[config.mk]
export PLATFORM = sky130hd
export DESIGN_NAME = adcc_ctrl
export DESIGN_NICKNAME = d
export VERILOG_FILES = /design/src/rtl/adcc_pkg.sv /design/src/rtl/adcc_ctrl.sv
export SDC_FILE = /design/constraint.sdc
export NUM_CORES = 1
export LEC_CHECK = 0
export BUFFER_PORTS_ARGS = -buffer_cell sky130_fd_sc_hd__buf_2
export CAP_MARGIN = 20
export CORE_ASPECT_RATIO = 1.2
export CORE_UTILIZATION = 40
export CTS_BUF_LIST = sky130_fd_sc_hd__clkbuf_4 sky130_fd_sc_hd__clkbuf_8
export DETAILED_ROUTE_END_ITERATION = 12
export PLACE_DENSITY = 0.61
export SYNTH_ARGS = -nofsm -noshare
export SYNTH_HDL_FRONTEND = slang
export SYNTH_SLANG_ARGS = --single-unit
[constraint.sdc]
create_clock -name mclk -period 9.4 [get_ports mclk]
set_clock_uncertainty 0.2 [all_clocks]
set_input_delay 0.94 -clock mclk [delete_from_list [all_inputs] [get_ports mclk]]
set_output_delay 0.94 -clock mclk [all_outputs]
set_load 0.02 [all_outputs]
[src/rtl/adcc_pkg.sv]
// Constants for the converter control block.
// Assumes one 25 MHz system clock that is also the converter's oscillator.
package adcc_pkg;
   localparam logic [7:0] OFS_RES_HI   = 8'h1e;
   localparam logic [7:0] OFS_CTRL0    = 8'h1f;
   localparam logic [7:0] OFS_ANS_LO   = 8'h91;
   localparam logic [7:0] OFS_ANS_HI   = 8'h93;
   localparam logic [7:0] OFS_RES_LO   = 8'h9e;
   localparam logic [7:0] OFS_CLK_CTRL = 8'h9f;
   localparam logic [7:0] OFS_IRQ_CTRL = 8'ha0;

   localparam int B_EN      = 0;
   localparam int B_GO      = 1;
   localparam int B_CHS_LO  = 2;
   localparam int B_REF     = 6;
   localparam int B_JUST    = 7;
   localparam int B_CS_LO   = 4;
   localparam int B_FLAG    = 0;
   localparam int B_IE      = 1;
   localparam int B_PE      = 2;

   localparam logic [7:0]  RST_CTRL0    = 8'h00;
   localparam logic [11:0] RST_ANS      = 12'hfff;
   localparam logic [2:0]  RST_CS       = 3'h0;
   localparam logic [2:0]  RST_IRQ      = 3'h0;

   localparam logic [2:0] CS_DIV2  = 3'h0;
   localparam logic [2:0] CS_DIV8  = 3'h1;
   localparam logic [2:0] CS_DIV32 = 3'h2;
   localparam logic [2:0] CS_DIV4  = 3'h4;
   localparam logic [2:0] CS_DIV16 = 3'h5;
   localparam logic [2:0] CS_DIV64 = 3'h6;

   localparam int CLK_NS       = 40;
   localparam int RC_TAD_NS    = 4000;
   localparam int RC_TAD_CYC   = RC_TAD_NS / CLK_NS;
   localparam int INSTR_CYC    = 4;
   localparam int CONV_TADS    = 11;
   localparam int GAP_TADS     = 2;

   typedef enum logic [3:0] {
      ST_IDLE  = 4'b0001,
      ST_DELAY = 4'b0010,
      ST_CONV  = 4'b0100,
      ST_GAP   = 4'b1000
   } adcc_state_e;
endpackage

[src/rtl/adcc_ctrl.sv]
// Converter control: registers, bit-period timing, SAR sequencing, pin masks.
// Assumes the analog core drives cmp_in asynchronously; sleep_in is on mclk.
module adcc_ctrl
   import adcc_pkg::*;
(
   input  wire logic        mclk,
   input  wire logic        nrst,
   input  wire logic [7:0]  reg_addr,
   input  wire logic [7:0]  reg_wdata,
   input  wire logic        reg_wr,
   input  wire logic        reg_rd,
   output logic      [7:0]  reg_rdata,
   input  wire logic        sleep_in,
   input  wire logic        cmp_in,
   input  wire logic [11:0] pin_in,
   output logic      [11:0] port_read,
   output logic      [11:0] dig_in_en,
   output logic      [3:0]  channel_select,
   output logic             reference_select,
   output logic             converter_power,
   output logic             sample_en,
   output logic      [9:0]  dac_code,
   output logic             conv_irq,
   output logic             wake_req
);
   adcc_state_e st_r;
   adcc_state_e st_nxt;
   logic [7:0]  ctrl_r;
   logic [11:0] ans_r;
   logic [2:0]  cs_r;
   logic [2:0]  irq_r;
   logic        go_r;
   logic        go_nxt;
   logic [3:0]  step_r;
   logic [3:0]  step_nxt;
   logic [7:0]  tad_cnt_r;
   logic [9:0]  dac_r;
   logic [9:0]  res_r;
   logic        pwrdn_r;
   logic [7:0]  rdata_r;
   logic        cmp_m_r;
   logic        cmp_s_r;
   logic [11:0] pin_m_r;
   logic [11:0] pin_s_r;
   logic        irq_out_r;
   logic        wake_r;
   logic        restart;
   logic        done_evt;
   logic        sleep_abort;

   wire wr_ctrl0 = reg_wr && (reg_addr == OFS_CTRL0);
   wire wr_anslo = reg_wr && (reg_addr == OFS_ANS_LO);
   wire wr_anshi = reg_wr && (reg_addr == OFS_ANS_HI);
   wire wr_clk   = reg_wr && (reg_addr == OFS_CLK_CTRL);
   wire wr_irq   = reg_wr && (reg_addr == OFS_IRQ_CTRL);
   wire w_go     = reg_wdata[B_GO];
   wire w_en     = reg_wdata[B_EN];
   wire sw_abort = wr_ctrl0 && !w_go;
   wire off_abort = wr_ctrl0 && !w_en;
   wire rc_sel   = (cs_r[1:0] == 2'b11);
   wire just_r   = ctrl_r[B_JUST];

   // Bit period length in system clocks
   logic [7:0] tad_len;
   always_comb begin
      case (cs_r)
         CS_DIV2:  tad_len = 8'h02;
         CS_DIV8:  tad_len = 8'h08;
         CS_DIV32: tad_len = 8'h20;
         CS_DIV4:  tad_len = 8'h04;
         CS_DIV16: tad_len = 8'h10;
         CS_DIV64: tad_len = 8'h40;
         default:  tad_len = 8'(RC_TAD_CYC);
      endcase
   end
   wire tad_tick = (tad_cnt_r == 8'h00);

   // SAR step: decide previous trial bit, set next one
   wire [9:0] dec_mask  = 10'((11'h400 >> step_r));
   wire [9:0] next_mask = 10'h200 >> step_r;
   wire [9:0] dac_nxt   = (cmp_s_r ? dac_r : (dac_r & ~dec_mask)) | next_mask;

   assign sleep_abort = sleep_in && !rc_sel;

   always_comb begin
      st_nxt   = st_r;
      go_nxt   = go_r;
      step_nxt = step_r;
      restart  = 1'b0;
      done_evt = 1'b0;
      case (st_r)
         ST_IDLE: begin
            // Go only taken while enabled and powered
            if (wr_ctrl0 && w_go && w_en && !pwrdn_r && !sleep_abort) begin
               go_nxt   = 1'b1;
               restart  = 1'b1;
               step_nxt = 4'h0;
               st_nxt   = rc_sel ? ST_DELAY : ST_CONV;
            end
         end
         ST_DELAY: begin
            if (off_abort || sleep_abort) begin
               go_nxt = 1'b0;
               st_nxt = ST_IDLE;
            end else if (sw_abort) begin
               go_nxt   = 1'b0;
               restart  = 1'b1;
               step_nxt = 4'h0;
               st_nxt   = ST_GAP;
            end else if (step_r == 4'(INSTR_CYC - 1)) begin
               restart  = 1'b1;
               step_nxt = 4'h0;
               st_nxt   = ST_CONV;
            end else begin
               step_nxt = step_r + 4'h1;
            end
         end
         ST_CONV: begin
            if (off_abort || sleep_abort) begin
               go_nxt = 1'b0;
               st_nxt = ST_IDLE;
            end else if (sw_abort) begin
               go_nxt   = 1'b0;
               restart  = 1'b1;
               step_nxt = 4'h0;
               st_nxt   = ST_GAP;
            end else if (tad_tick) begin
               if (step_r == 4'(CONV_TADS - 1)) begin
                  go_nxt   = 1'b0;
                  done_evt = 1'b1;
                  restart  = 1'b1;
                  step_nxt = 4'h0;
                  st_nxt   = ST_GAP;
               end else begin
                  step_nxt = step_r + 4'h1;
               end
            end
         end
         ST_GAP: begin
            if (off_abort) begin
               st_nxt = ST_IDLE;
            end else if (tad_tick) begin
               if (step_r == 4'(GAP_TADS - 1)) begin
                  st_nxt = ST_IDLE;
               end else begin
                  step_nxt = step_r + 4'h1;
               end
            end
         end
         default: begin
            go_nxt = 1'b0;
            st_nxt = ST_IDLE;
         end
      endcase
   end

   always_ff @(posedge mclk) begin
      if (!nrst) begin
         st_r   <= ST_IDLE;
         go_r   <= 1'b0;
         step_r <= 4'h0;
      end else begin
         st_r   <= st_nxt;
         go_r   <= go_nxt;
         step_r <= step_nxt;
      end
   end

   // Restart loads a full bit period, so eleven ticks span eleven periods
   always_ff @(posedge mclk) begin
      if (!nrst) begin
         tad_cnt_r <= 8'h00;
      end else if (restart || tad_tick) begin
         tad_cnt_r <= tad_len - 8'h01;
      end else begin
         tad_cnt_r <= tad_cnt_r - 8'h01;
      end
   end

   // Trial bits move on bit-period ticks inside a conversion and clear to zero outside one
   always_ff @(posedge mclk) begin
      if (!nrst) begin
         dac_r <= 10'h000;
      end else if (st_r != ST_CONV) begin
         dac_r <= 10'h000;
      end else if (tad_tick && !sw_abort) begin
         dac_r <= dac_nxt;
      end
   end

   // Result holds across reset and aborts
   always_ff @(posedge mclk) begin
      if (done_evt) begin
         res_r <= dac_nxt;
      end
   end

   always_ff @(posedge mclk) begin
      if (!nrst) begin
         ctrl_r <= RST_CTRL0;
      end else if (wr_ctrl0) begin
         ctrl_r <= reg_wdata;
      end
   end

   always_ff @(posedge mclk) begin
      if (!nrst) begin
         ans_r <= RST_ANS;
         cs_r  <= RST_CS;
      end else begin
         if (wr_anslo) begin
            ans_r[7:0] <= reg_wdata;
         end
         if (wr_anshi) begin
            ans_r[11:8] <= reg_wdata[3:0];
         end
         if (wr_clk) begin
            cs_r <= reg_wdata[B_CS_LO +: 3];
         end
      end
   end

   // Hardware set wins over software clear
   always_ff @(posedge mclk) begin
      if (!nrst) begin
         irq_r <= RST_IRQ;
      end else begin
         if (wr_irq) begin
            irq_r <= reg_wdata[2:0];
         end
         if (done_evt) begin
            irq_r[B_FLAG] <= 1'b1;
         end
      end
   end

   always_ff @(posedge mclk) begin
      if (!nrst) begin
         pwrdn_r <= 1'b0;
      end else if (!sleep_in) begin
         pwrdn_r <= 1'b0;
      end else if (sleep_abort && (st_r != ST_IDLE)) begin
         pwrdn_r <= 1'b1;
      end else if (done_evt && !irq_r[B_IE]) begin
         pwrdn_r <= 1'b1;
      end
   end

   always_ff @(posedge mclk) begin
      if (!nrst) begin
         cmp_m_r <= 1'b0;
         cmp_s_r <= 1'b0;
         pin_m_r <= 12'h000;
         pin_s_r <= 12'h000;
      end else begin
         cmp_m_r <= cmp_in;
         cmp_s_r <= cmp_m_r;
         pin_m_r <= pin_in;
         pin_s_r <= pin_m_r;
      end
   end

   wire [7:0] res_hi = just_r ? {6'h00, res_r[9:8]} : res_r[9:2];
   wire [7:0] res_lo = just_r ? res_r[7:0] : {res_r[1:0], 6'h00};
   wire [7:0] ctrl_rd = {ctrl_r[7:2], go_r, ctrl_r[B_EN]};

   logic [7:0] rd_mux;
   always_comb begin
      case (reg_addr)
         OFS_RES_HI:   rd_mux = res_hi;
         OFS_CTRL0:    rd_mux = ctrl_rd;
         OFS_ANS_LO:   rd_mux = ans_r[7:0];
         OFS_ANS_HI:   rd_mux = {4'h0, ans_r[11:8]};
         OFS_RES_LO:   rd_mux = res_lo;
         OFS_CLK_CTRL: rd_mux = {1'b0, cs_r, 4'h0};
         OFS_IRQ_CTRL: rd_mux = {5'h00, irq_r};
         default:      rd_mux = 8'h00;
      endcase
   end

   always_ff @(posedge mclk) begin
      if (!nrst) begin
         rdata_r   <= 8'h00;
         irq_out_r <= 1'b0;
         wake_r    <= 1'b0;
      end else begin
         rdata_r   <= reg_rd ? rd_mux : 8'h00;
         irq_out_r <= irq_r[B_FLAG] && irq_r[B_IE];
         wake_r    <= sleep_in && irq_r[B_FLAG] && irq_r[B_IE] && irq_r[B_PE];
      end
   end

   // Analog select masks digital reads and input buffer
   genvar gi;
   generate
      for (gi = 0; gi < 12; gi++) begin : g_pin
         assign port_read[gi] = pin_s_r[gi] && !ans_r[gi];
         assign dig_in_en[gi] = !ans_r[gi];
      end
   endgenerate

   assign reg_rdata        = rdata_r;
   assign channel_select   = ctrl_r[B_CHS_LO +: 4];
   assign reference_select = ctrl_r[B_REF];
   assign converter_power  = ctrl_r[B_EN] && !pwrdn_r;
   assign sample_en        = converter_power && (st_r == ST_IDLE);
   assign dac_code         = dac_r;
   assign conv_irq         = irq_out_r;
   assign wake_req         = wake_r;
endmodule

* Word-level counts from Yosys, hierarchy flattened
Cells that the tools add are included.
** Word-level totals
- Logic and storage cells :: 185
- Bits in registers :: 100
- Input port bits :: 34
** Operators by class
- Reduce and logical (&&, ||, !) cells :: 65
- Bitwise logic cells :: 5
- Add/sub/neg operators :: 3
- Equality and inequality tests :: 35
- Shift-type cells :: 2
- Multiplexer cells :: 55
** Operators with widths (count)
- $mux W4 :: 22
- $pmux W8 S7 :: 1
- $pmux W7 S6 :: 1
- $eq A8 B8 Y1 const B :: 5
- $logic_and A1 B1 Y1 :: 33
- $pmux W4 S4 :: 2
- $mux W8 :: 3
- $mux W1 :: 22
- $logic_not A1 Y1 :: 19
- $eq A8 B5 Y1 const B :: 2
- $sub A8 B1 Y8 const B :: 2
- $ne A2 B2 Y1 const B :: 6
- $ne A3 B3 Y1 const B :: 4
- $ne A4 B4 Y1 const B :: 3
- $shr A11 B4 Y10 const A :: 1
- $and A10 B10 Y10 :: 1
- $mux W10 :: 1
- $not A10 Y10 :: 1
- $or A10 B10 Y10 :: 1
- $shr A10 B4 Y10 const A :: 1
- $eq A3 B3 Y1 const B :: 3
- $eq A4 B1 Y1 const B :: 2
- $eq A4 B2 Y1 const B :: 2
- $eq A4 B4 Y1 const B :: 2
- 21 further kinds :: 25

* Longest topological paths before layout
- Depth in word-level cells :: 10
- Gate-level depth with buffers :: 14

* Worst setup path after synthesis
OpenSTA, ideal clock, no wires.
- Path kind :: input to register
- Start point :: input port reg_addr[7]
- End point :: register tad_cnt_r[4]
- Setup slack :: 5.615 ns
- Data required time :: 9.078 ns
- Buffers on the path :: 2
- Stages on the path :: 13
- Library setup time :: 0.122 ns
- Data arrival time :: 3.464 ns
- Cell sequence :: clkbuf_1 nor4b_2 and4b_1 a211o_1 and2_4 buf_6 mux2i_1 ha_1 inv_1 or3_1 xor2_1 nand3_1 o311a_1
** Between the ends
- Longest elaborated chain between the ends :: 10
** Ends and longest elaborated chain
- start: declaration :: RTL line adcc_ctrl.sv:8 : input wire logic [7:0] reg_addr,
- $eq A8 B5 Y1 (*) :: RTL line adcc_ctrl.sv:51 : wire wr_ctrl0 = reg_wr && (reg_addr == OFS_CTRL0);
- $logic_and A1 B1 Y1 (*) :: RTL line adcc_ctrl.sv:51
- $logic_and A1 B1 Y1 (4 in series) :: RTL line adcc_ctrl.sv:94 : if (wr_ctrl0 && w_go && w_en && !pwrdn_r && !sleep_abort) begin
- $mux W1 :: RTL line adcc_ctrl.sv:94
- $pmux W1 S3 (*) :: RTL line adcc_ctrl.sv:91 : case (st_r)
- $logic_or A1 B1 Y1 (*) :: RTL line adcc_ctrl.sv:173 : end else if (restart || tad_tick) begin
- $mux W8 (*) :: RTL line adcc_ctrl.sv:173
- end signal: assignment :: RTL line adcc_ctrl.sv:174 : tad_cnt_r <= tad_len - 8'h01;
- end signal: assignment :: RTL line adcc_ctrl.sv:176 : tad_cnt_r <= tad_cnt_r - 8'h01;
- end: declaration :: RTL line adcc_ctrl.sv:36 : logic [7:0] tad_cnt_r;
Mark *: on every way between the ends. The rest lies on a longest branch, timed or not.
A chain may end at the register's enable or synchronous reset.

* Worst setup path in the final report
- Start point :: input port reg_wr
- End point :: register tad_cnt_r[4]
** Between the ends
- Longest elaborated chain between the ends :: 9
** Ends and longest elaborated chain
- start: declaration :: RTL line adcc_ctrl.sv:10 : input wire logic reg_wr,
- $logic_and A1 B1 Y1 (*) :: RTL line adcc_ctrl.sv:51
- $logic_and A1 B1 Y1 (4 in series) :: RTL line adcc_ctrl.sv:94
- $mux W1 :: RTL line adcc_ctrl.sv:94
- $pmux W1 S3 (*) :: RTL line adcc_ctrl.sv:91
- $logic_or A1 B1 Y1 (*) :: RTL line adcc_ctrl.sv:173
- $mux W8 (*) :: RTL line adcc_ctrl.sv:173
Marked as above.

==> flow_summary_export.csv <==
group,metric,value,unit
status,status,"finished clean",
routing,routedWlPerCell,15.6,um
clock_network,cts_buffers,9,
routing,vias,4002,
timing,whs,0.228,ns
power,power_density,168,nW/um^2
clock_network,clock-root-buffer,"clkbuf_8",
global_route,grt_max_degree,59,
clock_network,cts_tree,"built",
final_layout,area.growth.synth_to_final,15.2,%
place,dp.cells,728,
global_route,gr-usage-met1,26.7,%
global_route,grt_use_total,20.1,%
floorplanning,die_h,119,um
global_route,overflow,0,
final_layout,fin_nets,626,
floorplanning,num_io_pins,85,
worst_setup_path,critical_path_class,"primary input to register",
logic_synthesis,synth_edf_count,10,
floorplanning,row_count,42,
floorplanning,start_util,41.4,%
job,cap_violations,0,
final_layout,final_cell_mix,"89 x dfxtp_1, 85 x buf_2, 68 x nand2_1, 35 x nand3_1, 30 x a21oi_1",
timing,clock.fmax,264,MHz
worst_setup_path,end_kind,"register",
power,peakVddDrop,0.0859,mV
clock_network,cts.clk_slew.worst_paths,0.10,ns
clock_network,cts.sinks,99,
final_layout,multi_input_area,2290,sq um
place,hpwl,8800,um
logic_synthesis,syn_area,4600,sq um
global_route,antenna_found_initial,0,
clock_network,clk_latency,0.36,ns
floorplanning,die_area,11900,sq um
clock_network,cts.path.max_buffers,2,
logic_synthesis,synth_async_sr_flop_share,0,%
timing,setup_tns,0,ns
power,finalPower,0.891,mW
routing,totalWireLength,11600,um
floorplanning,die_w,99.9,um
place,portBuffers,84,
routing,drt_pass1_iterations,5,
power,leakagePower,2.31,nW
final_layout,fin_cells,744,
logic_synthesis,ys_warn_count,0,
logic_synthesis,ys_seq_area_share,45.3,%
logic_synthesis,yosysTopAreaCell,"dfxtp_1",
global_route,grt_util_met2,32.0,%
clock_network,post_cts_resize_count,0,
worst_setup_path,cp_data_arrival_time,3.84,ns
global_route,grt_first_pass_wirelength,18700,um
clock_network,postCtsHoldBufs,0,
final_layout,seqCellArea,2080,sq um
clock_network,h-tree-depth,3,
logic_synthesis,synthDistinctLibCells,64,
logic_synthesis,syn_nets,560,
final_layout,final_layout_size_suffix_gt1_share,20.3,%
logic_synthesis,syn_area_per_cell,8.85,sq um
logic_synthesis,syn_inst,519,
timing,rsz0062_at_grt,"false",
worst_setup_path,crit_path_max_fanout,19,
routing,viasPerCell,5.38,
final_layout,mostFrequentLayoutCell,"dfxtp_1",
timing,period_share,40.3,%
floorplanning,coreArea,11100,sq um
logic_synthesis,synth_seq_cells,99,
logic_synthesis,yosys.area.top_type_share,38.8,%
global_route,busiest_layer,"met2",
timing,tightest_slew,0.751,ns
worst_setup_path,cp-start-kind,"primary input",
final_layout,fin_util,47.7,%
timing,setup_viol,0,
timing,hold_viol,0,
worst_setup_path,worstPathRequired,9.45,ns
worst_hold_path,hold_class,"register to register",
clock_network,postCtsSetupBuffers,0,
logic_synthesis,ys.flop_type,"dfxtp_1",
place,place_congestion,0.931,
final_layout,n_fill_cell,1123,
routing,drtIter0Drc,279,
final_layout,diodes,0,
timing,slew-limit-headroom,49.8,%
global_route,grt.met3_usage,3.99,%
routing,ant_nets,0,
timing,min_period,3.79,ns
logic_synthesis,yosys-top-cells-area,"dfxtp_1 39%, edfxtp_1 6.5%, nand2_1 5.6%",
routing,drc,0,
timing,maxSlewViolCount,0,
global_route,grt_pass1_vias,3667,
cells in the mapped netlist, types with 2 or more instances:
library cell  instances
xor2_1                5
nor3_1                9
a21oi_1              30
nand2b_1              3
a31oi_1               3
nor3b_1               5
o2111ai_1             2
nor4b_2               3
a41o_1                2
nand2_1              68
clkbuf_1             22
nand3b_1              2
ha_1                  7
and3_1                9
buf_2                 3
nand3_1              35
edfxtp_1             10
dfxtp_1              89
a22oi_1               6
nor4_2                2
or3_1                 3
nor2_1               25
a21o_1                7
or4b_2                3
mux2i_1              17
o21ai_0              14
nand4_1               3
a22o_1                9
nor4_1                2
nor2b_1              21
o31ai_1               4
and2_1               28
o211ai_1              6
buf_4                 4
a222oi_1              7
or3b_2                3
inv_1                21
stage by stage:
step | instance area, sq um | setup WS (ns)
2_1_floorplan | 4600 | 5.61
3_3_place_gp | 5080 | 5.40
3_5_place_dp | 5090 | 5.28
4_1_cts | 5290 | 5.66
5_1_grt | 5290 | 5.40
6_report | 5290 | 5.61
worst max-delay path, cell delays in order:
cell and delay (ns):
buf_2 0.31, nor4bb_1 0.41, nand3_1 0.17, a211o_1 0.41, and2_4 0.23, mux2i_1 0.16
ha_1 0.32, inv_1 0.12, or3_1 0.39, xor2_1 0.15, nand3_1 0.09, o311a_1 0.15
kinds of logic (layout without fill, tap and decap cells):
| group | count (synthesis) | in the layout | synth area share, % |
|---|---|---|---|
| fa+ha+maj | 7 | 7 | 1.91 |
| xor+xnor | 5 | 5 | 0.953 |
| simple gates | 233 | 233 | 27.3 |
| mux | 18 | 18 | 3.95 |
| buf+inv | 53 | 124 | 4.93 |
| compound gates | 104 | 104 | 15.6 |
| flops | 99 | 99 | 45.3 |
power by group:
part	switching, mW	leakage (nW)	internal, mW
logic	0.0875	1.37	0.0629
registers	0.0152	0.830	0.443
clock network	0.147	0.108	0.135
total	0.250	2.31	0.641
flip-flops by register name (all words and copies together), names as in the netlist:
name,cells
reg_rdata,8
cmp_s_r,1
res_r,10
pwrdn_r,1
ans_r,12
go_r,1
pin_m_r,12
irq_r,3
tad_cnt_r,8
st_r,4
ctrl_r,7
wake_req,1
cs_r,3
step_r,4
dac_code,10
cmp_m_r,1
conv_irq,1
pin_s_r,12
metal layers:
layer / up-vias / part of all wire, %
met3: 17 / 5.1
met2: 120 / 48
met1: 1894 / 45
met5: - / 0
li1: 1971 / -
met4: 0 / 1.8
final timing paths:
check | depth (start not counted) | start | slack, ns | endpoint
min | 1 | cmp_m_r | 0.23 | cmp_s_r
max reg2reg | 11 | tad_cnt_r[0] | 5.84 | tad_cnt_r[4]
min reg2reg | 1 | cmp_m_r | 0.23 | cmp_s_r
max | 12 | reg_wr | 5.61 | tad_cnt_r[4]
layout make-up:
type | instances | area share [%]
Clock inverter | 5 | 1.16
Sequential cell | 99 | 39.3
Multi-Input combinational cell | 367 | 43.3
Timing Repair Buffer | 87 | 8.32
Inverter | 21 | 1.49
Tap cell | 154 | 3.64
Clock buffer | 11 | 2.74
No activity file was read; power rests on OpenSTA's default activity.
